[src/ewp_pkg.sv]
// Shared constants and types of the write-protect and ID page target
package ewp_pkg;
    // ========================================
    // Protection register layout
    localparam logic [7:0] WPC_RST = 8'h00;
    localparam int BIT_ACT = 3;
    localparam int BIT_BS_HI = 2;
    localparam int BIT_BS_LO = 1;
    localparam int BIT_LOCK = 0;
    // ========================================
    // Address selectors and ID page
    localparam logic [2:0] SEL_WPC = 3'h5;
    localparam logic [2:0] SEL_IDP = 3'h0;
    localparam int IDP_DEPTH = 128;
    localparam logic [7:0] IDP_BLANK = 8'hff;
    localparam logic [3:0] BITS_BYTE = 4'h8;
    localparam logic [1:0] NB_ONE = 2'h1;
    localparam logic [1:0] NB_MAX = 2'h3;
    // ========================================
    // Types
    typedef enum {ST_IDLE, ST_DEV, ST_AHI, ST_ALO, ST_WR, ST_RD, ST_SKIP} ewp_st_e;
    typedef enum logic [1:0] {TGT_ARR, TGT_WPC, TGT_IDP, TGT_OTHER} ewp_tgt_e;
    typedef struct packed {
        logic wr;
        logic [15:0] addr;
        logic [7:0] data;
    } ewp_arr_s;
endpackage

[src/ewp_core.sv]
// Two-wire target with write-protect register, array gating and ID page
// Functional notes
// - Register uses the special device-type code
// - First address top bits 101 select register
// - Other register address bits are ignored
// - Register read/write reuse array sequences
// - Register value restored at power-up
// - Multi-byte register write is abandoned
// - Locked: address acked, data not acked
// - Inhibit pin high refuses register writes
// - Lock bit returns to zero only when reset loads it from nv_wpc_i
// - Unlocked write updates bits 3..0 together
// - Layout activate, size hi/lo, lock; reserved zero
// - Activate bit enables region protection
// - Size code picks quarter, half, 3/4, all
// - Factory value is all zeros
// - Unlimited updates while unlocked
// - ID page selected by special code, 000
// - ID byte index from bits 6..0
// - ID page reuses array sequences
// - Locked ID page: data not acked
// - Blank ID page reads all ones
// - Protected or inhibited array write refused
// - Stop after write starts write cycle
// - Select byte bit 0 gives direction
// - Select bits 3..1 must match chip address
`timescale 1ns/100ps
module ewp_core #(
    parameter logic [3:0] DT_MEM = 4'h5,  // Arbitrary value
    parameter logic [3:0] DT_SPEC = 4'h6  // Arbitrary value
) (
    input wire logic sys_clk_i,
    input wire logic srst_i,
    input wire logic ce_i,
    input wire logic scl_i,
    input wire logic sda_i,
    output logic sda_o,
    output logic sda_oe_n_o,
    input wire logic write_inhibit_pin_i,
    input wire logic [2:0] chip_address_config_i,
    input wire logic [3:0] nv_wpc_i,
    input wire logic idp_locked_i,
    input wire logic [7:0] arr_rdata_i,
    output ewp_pkg::ewp_arr_s arr_req_o,
    output logic write_cycle_o,
    output logic [7:0] write_protect_config_o,
    output logic wpc_store_o
);
    import ewp_pkg::*;

    // ========================================
    // Pin synchronisers
    logic [2:0] sy1_ff, sy2_ff;
    logic [1:0] sy3_ff;
    logic [2:0] pins;
    assign pins = {write_inhibit_pin_i, sda_i, scl_i};
    genvar g;
    generate
        for (g = 0; g < 3; g++) begin : g_sync
            always_ff @(posedge sys_clk_i) begin
                if (srst_i) begin
                    sy1_ff[g] <= 1'b1;
                    sy2_ff[g] <= 1'b1;
                end else if (ce_i) begin
                    sy1_ff[g] <= pins[g];
                    sy2_ff[g] <= sy1_ff[g];
                end
            end
        end
    endgenerate
    always_ff @(posedge sys_clk_i) begin
        if (srst_i) begin
            sy3_ff <= 2'h3;
        end else if (ce_i) begin
            sy3_ff <= sy2_ff[1:0];
        end
    end
    logic scl_s, sda_s, wc_s, rise, fall, start, stop;
    assign scl_s = sy2_ff[0];
    assign sda_s = sy2_ff[1];
    assign wc_s = sy2_ff[2];
    assign rise = scl_s && !sy3_ff[0];
    assign fall = !scl_s && sy3_ff[0];
    assign start = scl_s && sy3_ff[0] && !sda_s && sy3_ff[1];
    assign stop = scl_s && sy3_ff[0] && sda_s && !sy3_ff[1];

    // ========================================
    // State
    ewp_st_e st_ff, nxt_st;
    ewp_tgt_e tgt_ff, nxt_tgt;
    logic [3:0] cnt_ff, nxt_cnt, wpc_ff, nxt_wpc;
    logic [7:0] sh_ff, nxt_sh, hi_ff, nxt_hi, pend_ff, nxt_pend;
    logic [15:0] ptr_ff, nxt_ptr;
    logic [1:0] nb_ff, nxt_nb;
    logic slot_ff, nxt_slot, drv_ff, nxt_drv, rw_ff, nxt_rw;
    logic wd_ff, nxt_wd, more_ff, nxt_more, awr_ff, nxt_awr;
    logic cyc_ff, nxt_cyc, wps_ff, nxt_wps, id_we;
    logic [7:0] idm [IDP_DEPTH];
    logic [IDP_DEPTH-1:0] idv_ff;
    logic [7:0] rd_byte;
    logic prot, acc, sel_ok;

    // Upper quarters: codes 00..11 protect from 0xc000, 0x8000, 0x4000, 0x0000
    assign prot = wpc_ff[BIT_ACT]
        && (ptr_ff[15:14] >= ~wpc_ff[BIT_BS_HI:BIT_BS_LO]);
    assign sel_ok = (sh_ff[7:4] == DT_MEM || sh_ff[7:4] == DT_SPEC)
        && sh_ff[3:1] == chip_address_config_i;

    always_comb begin
        case (tgt_ff)
            TGT_WPC: rd_byte = {4'h0, wpc_ff};
            TGT_IDP: rd_byte = idv_ff[ptr_ff[6:0]] ? idm[ptr_ff[6:0]] : IDP_BLANK;
            TGT_ARR: rd_byte = arr_rdata_i;
            default: rd_byte = 8'h00;
        endcase
    end

    always_comb begin
        case (tgt_ff)
            TGT_ARR: acc = !wc_s && !prot;
            TGT_WPC: acc = !wc_s && !wpc_ff[BIT_LOCK];
            TGT_IDP: acc = !idp_locked_i;
            default: acc = 1'b0;
        endcase
    end

    always_comb begin
        nxt_st = st_ff;
        nxt_tgt = tgt_ff;
        nxt_cnt = cnt_ff;
        nxt_sh = sh_ff;
        nxt_hi = hi_ff;
        nxt_pend = pend_ff;
        nxt_ptr = ptr_ff;
        nxt_nb = nb_ff;
        nxt_slot = slot_ff;
        nxt_drv = drv_ff;
        nxt_rw = rw_ff;
        nxt_wd = wd_ff;
        nxt_more = more_ff;
        nxt_wpc = wpc_ff;
        nxt_awr = 1'b0;
        nxt_cyc = 1'b0;
        nxt_wps = 1'b0;
        id_we = 1'b0;
        if (start) begin
            nxt_st = ST_DEV;
            nxt_cnt = 4'h0;
            nxt_slot = 1'b0;
            nxt_drv = 1'b0;
            nxt_wd = 1'b0;
        end else if (stop) begin
            nxt_st = ST_IDLE;
            nxt_slot = 1'b0;
            nxt_drv = 1'b0;
            nxt_wd = 1'b0;
            if (st_ff == ST_WR && wd_ff) begin
                // Only a single-byte write reaches the register; more bytes drop the cycle
                if (tgt_ff != TGT_WPC) begin
                    nxt_cyc = 1'b1;
                end else if (nb_ff == NB_ONE) begin
                    nxt_cyc = 1'b1;
                    nxt_wpc = pend_ff[3:0];
                    nxt_wps = 1'b1;
                end
            end
        end else if (rise) begin
            if (slot_ff) begin
                if (st_ff == ST_RD) begin
                    nxt_more = !sda_s;
                    if (!sda_s) begin
                        nxt_ptr = (tgt_ff == TGT_ARR) ? ptr_ff + 16'h1
                            : {ptr_ff[15:7], ptr_ff[6:0] + 7'h1};
                    end
                end
            end else if (cnt_ff < BITS_BYTE && st_ff != ST_IDLE && st_ff != ST_SKIP) begin
                nxt_cnt = cnt_ff + 4'h1;
                if (st_ff != ST_RD) begin
                    nxt_sh = {sh_ff[6:0], sda_s};
                end
            end
        end else if (fall) begin
            // The clock rise ahead of a stop must not end the tenth-bit window
            nxt_wd = 1'b0;
            if (slot_ff) begin
                nxt_slot = 1'b0;
                nxt_drv = 1'b0;
                nxt_cnt = 4'h0;
                case (st_ff)
                    ST_DEV: nxt_st = rw_ff ? ST_RD : ST_AHI;
                    ST_AHI: nxt_st = ST_ALO;
                    ST_ALO: nxt_st = ST_WR;
                    ST_WR: begin
                        nxt_wd = 1'b1;
                        if (tgt_ff != TGT_WPC) begin
                            nxt_ptr = {ptr_ff[15:7], ptr_ff[6:0] + 7'h1};
                        end
                    end
                    ST_RD: nxt_st = more_ff ? ST_RD : ST_SKIP;
                    default: nxt_st = ST_SKIP;
                endcase
                if ((st_ff == ST_DEV && rw_ff) || (st_ff == ST_RD && more_ff)) begin
                    nxt_sh = rd_byte;
                    nxt_drv = !rd_byte[7];
                end
            end else if (cnt_ff == BITS_BYTE) begin
                nxt_slot = 1'b1;
                nxt_drv = 1'b1;
                case (st_ff)
                    ST_DEV: begin
                        nxt_rw = sh_ff[0];
                        if (!sel_ok) begin
                            nxt_st = ST_SKIP;
                            nxt_slot = 1'b0;
                            nxt_drv = 1'b0;
                        end else if (!sh_ff[0]) begin
                            nxt_tgt = (sh_ff[7:4] == DT_MEM) ? TGT_ARR : TGT_OTHER;
                        end
                    end
                    ST_AHI: nxt_hi = sh_ff;
                    ST_ALO: begin
                        nxt_nb = 2'h0;
                        if (tgt_ff == TGT_ARR) begin
                            nxt_ptr = {hi_ff, sh_ff};
                        end else if (hi_ff[7:5] == SEL_WPC) begin
                            nxt_tgt = TGT_WPC;
                        end else if (hi_ff[7:5] == SEL_IDP) begin
                            nxt_tgt = TGT_IDP;
                            nxt_ptr = {9'h000, sh_ff[6:0]};
                        end else begin
                            nxt_tgt = TGT_OTHER;
                        end
                    end
                    ST_WR: begin
                        if (acc) begin
                            nxt_nb = (nb_ff == NB_MAX) ? NB_MAX : nb_ff + 2'h1;
                            nxt_awr = (tgt_ff == TGT_ARR);
                            id_we = (tgt_ff == TGT_IDP);
                            if (nb_ff == 2'h0) begin
                                nxt_pend = sh_ff;
                            end
                        end else begin
                            // Refused data byte: no ack, pointer untouched
                            nxt_st = ST_SKIP;
                            nxt_slot = 1'b0;
                            nxt_drv = 1'b0;
                        end
                    end
                    ST_RD: nxt_drv = 1'b0;
                    default: begin
                        nxt_slot = 1'b0;
                        nxt_drv = 1'b0;
                    end
                endcase
            end else if (st_ff == ST_RD && cnt_ff != 4'h0) begin
                nxt_sh = {sh_ff[6:0], 1'b0};
                nxt_drv = !sh_ff[6];
            end
        end
        // Lock stays set once programmed
        nxt_wpc[BIT_LOCK] = nxt_wpc[BIT_LOCK] | wpc_ff[BIT_LOCK];
    end

    always_ff @(posedge sys_clk_i) begin
        if (srst_i) begin
            st_ff <= ST_IDLE;
            tgt_ff <= TGT_ARR;
            cnt_ff <= 4'h0;
            sh_ff <= 8'h00;
            hi_ff <= 8'h00;
            pend_ff <= 8'h00;
            ptr_ff <= 16'h0000;
            nb_ff <= 2'h0;
            slot_ff <= 1'b0;
            drv_ff <= 1'b0;
            rw_ff <= 1'b0;
            wd_ff <= 1'b0;
            more_ff <= 1'b0;
            awr_ff <= 1'b0;
            cyc_ff <= 1'b0;
            wps_ff <= 1'b0;
            wpc_ff <= nv_wpc_i;
            idv_ff <= '0;
        end else if (ce_i) begin
            st_ff <= nxt_st;
            tgt_ff <= nxt_tgt;
            cnt_ff <= nxt_cnt;
            sh_ff <= nxt_sh;
            hi_ff <= nxt_hi;
            pend_ff <= nxt_pend;
            ptr_ff <= nxt_ptr;
            nb_ff <= nxt_nb;
            slot_ff <= nxt_slot;
            drv_ff <= nxt_drv;
            rw_ff <= nxt_rw;
            wd_ff <= nxt_wd;
            more_ff <= nxt_more;
            awr_ff <= nxt_awr;
            cyc_ff <= nxt_cyc;
            wps_ff <= nxt_wps;
            wpc_ff <= nxt_wpc;
            if (id_we) begin
                idv_ff[ptr_ff[6:0]] <= 1'b1;
            end
        end
    end

    // ID page bytes are written as each is acked; no page staging buffer
    always_ff @(posedge sys_clk_i) begin
        if (ce_i && id_we) begin
            idm[ptr_ff[6:0]] <= sh_ff;
        end
    end

    // ========================================
    // Outputs
    assign sda_o = 1'b0;
    assign sda_oe_n_o = !drv_ff;
    assign arr_req_o = '{wr: awr_ff, addr: ptr_ff, data: sh_ff};
    assign write_cycle_o = cyc_ff;
    assign wpc_store_o = wps_ff;
    assign write_protect_config_o = {4'h0, wpc_ff};
endmodule

[config.mk]
export PLATFORM = sky130hd
export DESIGN_NAME = ewp_core
export DESIGN_NICKNAME = d
export VERILOG_FILES = /design/src/ewp_pkg.sv /design/src/ewp_core.sv
export SDC_FILE = /design/constraint.sdc
export NUM_CORES = 1
export LEC_CHECK = 0
export BUFFER_PORTS_ARGS = -buffer_cell sky130_fd_sc_hd__buf_2
export CAP_MARGIN = 25
export CORE_UTILIZATION = 50
export CTS_BUF_LIST = sky130_fd_sc_hd__clkbuf_8
export DETAILED_ROUTE_END_ITERATION = 10
export HOLD_SLACK_MARGIN = 0.08
export PLACE_DENSITY = 0.66
export SLEW_MARGIN = 20
export SYNTH_ARGS = -nofsm -noshare
export SYNTH_HDL_FRONTEND = slang
export SYNTH_SLANG_ARGS = --single-unit
[constraint.sdc]
create_clock -name sys_clk_i -period 5.3 [get_ports sys_clk_i]
set_clock_uncertainty 0.2 [all_clocks]
set_input_delay 1.06 -clock sys_clk_i [delete_from_list [all_inputs] [get_ports sys_clk_i]]
set_output_delay 1.06 -clock sys_clk_i [all_outputs]
set_load 0.02 [all_outputs]
==> impl_metrics.tcl <==
set metrics [dict create \
    p_sw_frac 0.210 \
    synth_area_um2 48900 \
    place.gp.congestion 0.926 \
    syn_inst 2824 \
    portBuffers 53 \
    power_density_nw_per_um2 332 \
    drive_above_1_share 0.243 \
    yosysTopAreaCellShare 0.632 \
    cts_tree "yes" \
    ir_drop_v 0.000280 \
    initialDrtViolationCount 3676 \
    post-route-drc-count 0 \
    placed_area_um2 51000 \
    crit_required_ns 5.56 \
    grtUsageTotal 0.279 \
    crit_path_end_kind "flip-flop" \
    rsz0062_at_grt "no" \
    cts_max_level 4 \
    grt_first_pass_wirelength_mm 198 \
    synth_edf_count 1028 \
    dp_hpwl_mm 85.7 \
    worstPathArrival_ns 4.58 \
    cts_max_path_buffers 3 \
    p_switching_mw 3.82 \
    r2r_slack_ns 0.97 \
    grt_max_degree 83 \
    ys_seq_area_frac 0.713 \
    clock_latency_ns 0.89 \
    synth_common_cells "edfxtp_1 (1028), nor2_1 (314), mux4_2 (271)" \
    die_y_um 315 \
    nets 3062 \
    ys_types 79 \
    syn2layout_area_growth_pct 12.0 \
    drv_cap 0 \
    vias 28200 \
    tns_ns 0 \
    grt_overflow 0 \
    power_frac_comb 0.007 \
    die_x_um 315 \
    fmax_ghz 0.231 \
    row_count 114 \
    synth_ff_type "edfxtp_1" \
    via_per_inst 6.30 \
    dieArea_um2 99000 \
    status "finished, final reports clean" \
    hold_buffers 0 \
    setup_ws_ns 0.971 \
    fp.coreArea_um2 96700 \
    reg2reg_from "cnt_ff[0]" \
    clkPwrFrac 0.426 \
    cts-root-buf "clkbuf_8" \
    post-place-ws_ns 0.868 \
    path_max_fanout 9 \
    ios 59 \
    first_global_vias 28200 \
    initial_core_util 0.505 \
    internal_power_mw 14.4 \
    cts_buffers 188 \
    cp-start-kind "flip-flop" \
    whs_ns 0.222 \
    antenna_found_initial 6 \
    seq_power_share 0.567 \
    slew_headroom 0.210 \
    avgSynthCellArea_um2 17.3 \
    critical_path_class "reg2reg" \
    hold_path.class "in2reg" \
    stdcell_area_um2 54700 \
    min_period_over_period 0.817 \
    drtAntennaViolNets 0 \
    clk_pin_slew_worst_paths_ns 0.06 \
    synth_seq_cells 1226 \
    synth_most_common_cell "edfxtp_1" \
    cts_setup_buffers 0 \
    tightest_slew_ns 1.18 \
    crit_start "cnt_ff[0]" \
    wl_per_cell_um 30.4 \
    synth_top_area_cell "edfxtp_1" \
    setup_viol 0 \
    first_pass_iters 6 \
    synth_area_leaders "edfxtp_1 (63%), mux4_2 (12%), dfxtp_1 (8.1%), nor2_1 (2.4%), mux2i_1 (2.2%)" \
    fin_crit_ns 4.33 \
    finalHoldViolCount 0 \
    finalWirelength_mm 136 \
    fill_cells 7297 \
    power_leakage_nw 17.0 \
    cts.sinks 1226 \
    cts_resized 0 \
    yosys_warnings 0 \
    drv_slew 0 \
    min_from "write_inhibit_pin_i" \
    synth-async-reset-ratio 0 \
]
==> cells by family after synthesis <==
kind of cell             synth area share
AND/OR/NAND/NOR                    0.0512
multiplexers                        0.153
flip-flops                          0.713
XOR/XNOR                          0.00215
adder cells (fa/ha/maj)           0.00307
other                           0.0000767
AO/OA/AOI/OAI                      0.0578
buffers and inverters              0.0201
==> cell usage in the layout (no fill, tap or decap), types with 8 or more instances in the layout <==
cell       netlist  routed
nor2b_1         25      24
ha_1            12      12
edfxtp_1      1028    1028
dfxtp_1        198     182
nand3_1         24      24
buf_2           37      52
a221oi_1        28      28
mux4_2         271     271
a31oi_1         11      11
mux2_2          25      25
a22oi_1         35      35
nor2_1         314     312
inv_1           26      88
bufinv_16        0       8
nor3_1          22      22
buf_4           14     124
clkinv_1         3      43
o211ai_1        14      14
dfxtp_4          0      11
o21ai_0         61      61
clkinv_2         0      25
a211oi_1        15      15
and3_1          11      11
nor4_1           8       8
o21a_1          88      88
nand2b_1         8       8
and2_1           8       8
a21oi_1         60      60
o22ai_1         11      11
clkbuf_8         0     209
mux2i_1        109     109
nand2_1        110     103
==> per-layer routing <==
layer  part of all wire  vias to the layer above  GRT usage
met3               0.10                      288     0.0670
met1               0.40                    14600      0.387
met4              0.038                        8      0.106
met2               0.47                     1624      0.429
li1                   -                    11700          -
met5            0.00046                        -          0
==> stage by stage <==
| step | util | std cells | power (mW) |
|---|---|---|---|
| after floorplan | - | 2828 | 10.6 |
| after global placement | 0.527 | 4114 | 10.6 |
| after detailed placement | 0.527 | 4114 | 10.6 |
| after CTS | 0.566 | 4469 | 18.3 |
| after global routing | 0.566 | 4472 | 18.7 |
| final | 0.566 | 4472 | 18.2 |
==> worst paths after layout <==
check,to,cells after the start
max,idm[2][7],8
min,sy1_ff[2],3
max reg2reg,idm[2][7],8
min reg2reg,idv_ff[124],1
==> power by group through the flow <==
stage	combinational, mW	clock [mW]	sequential (mW)
floorplan	0.0733	0	10.5
global placement	0.119	0	10.5
detailed placement	0.121	0	10.5
CTS	0.121	7.82	10.3
global route	0.132	8.23	10.3
finish	0.124	7.75	10.3
==> worst max-delay path, stage by stage, from the launching register on <==
cell,delay [ns]
dfxtp_1,0.34
inv_1,0.08
ha_1,0.18
nand3b_1,0.30
a2111o_1,0.60
or3_4,0.49
nor3_2,0.61
nand2_1,0.38
nor2_1,0.74
==> sequential cells by signal (all words and copies together), names as in the netlist, 3 cells and up, named ones only <==
signal	count
wpc_ff	4
st_ff	3
hi_ff	8
ptr_ff	16
sh_ff	8
idv_ff	128
cnt_ff	4
idm	1024
pend_ff	4
sy1_ff	3
==> layout make-up <==
| cell class | count | area, µm² | share of cell area |
|---|---|---|---|
| Inverter | 30 | 114 | 0.00208 |
| Tap cell | 1276 | 1600 | 0.0292 |
| Clock buffer | 209 | 2880 | 0.0525 |
| Antenna cell | 3 | 7.51 | 0.000137 |
| Timing Repair Buffer | 182 | 1310 | 0.0240 |
| Sequential cell | 1226 | 34900 | 0.637 |
| Multi-Input combinational cell | 1400 | 13100 | 0.239 |
| Clock inverter | 146 | 858 | 0.0157 |
No activity file was read; power rests on OpenSTA's default activity.
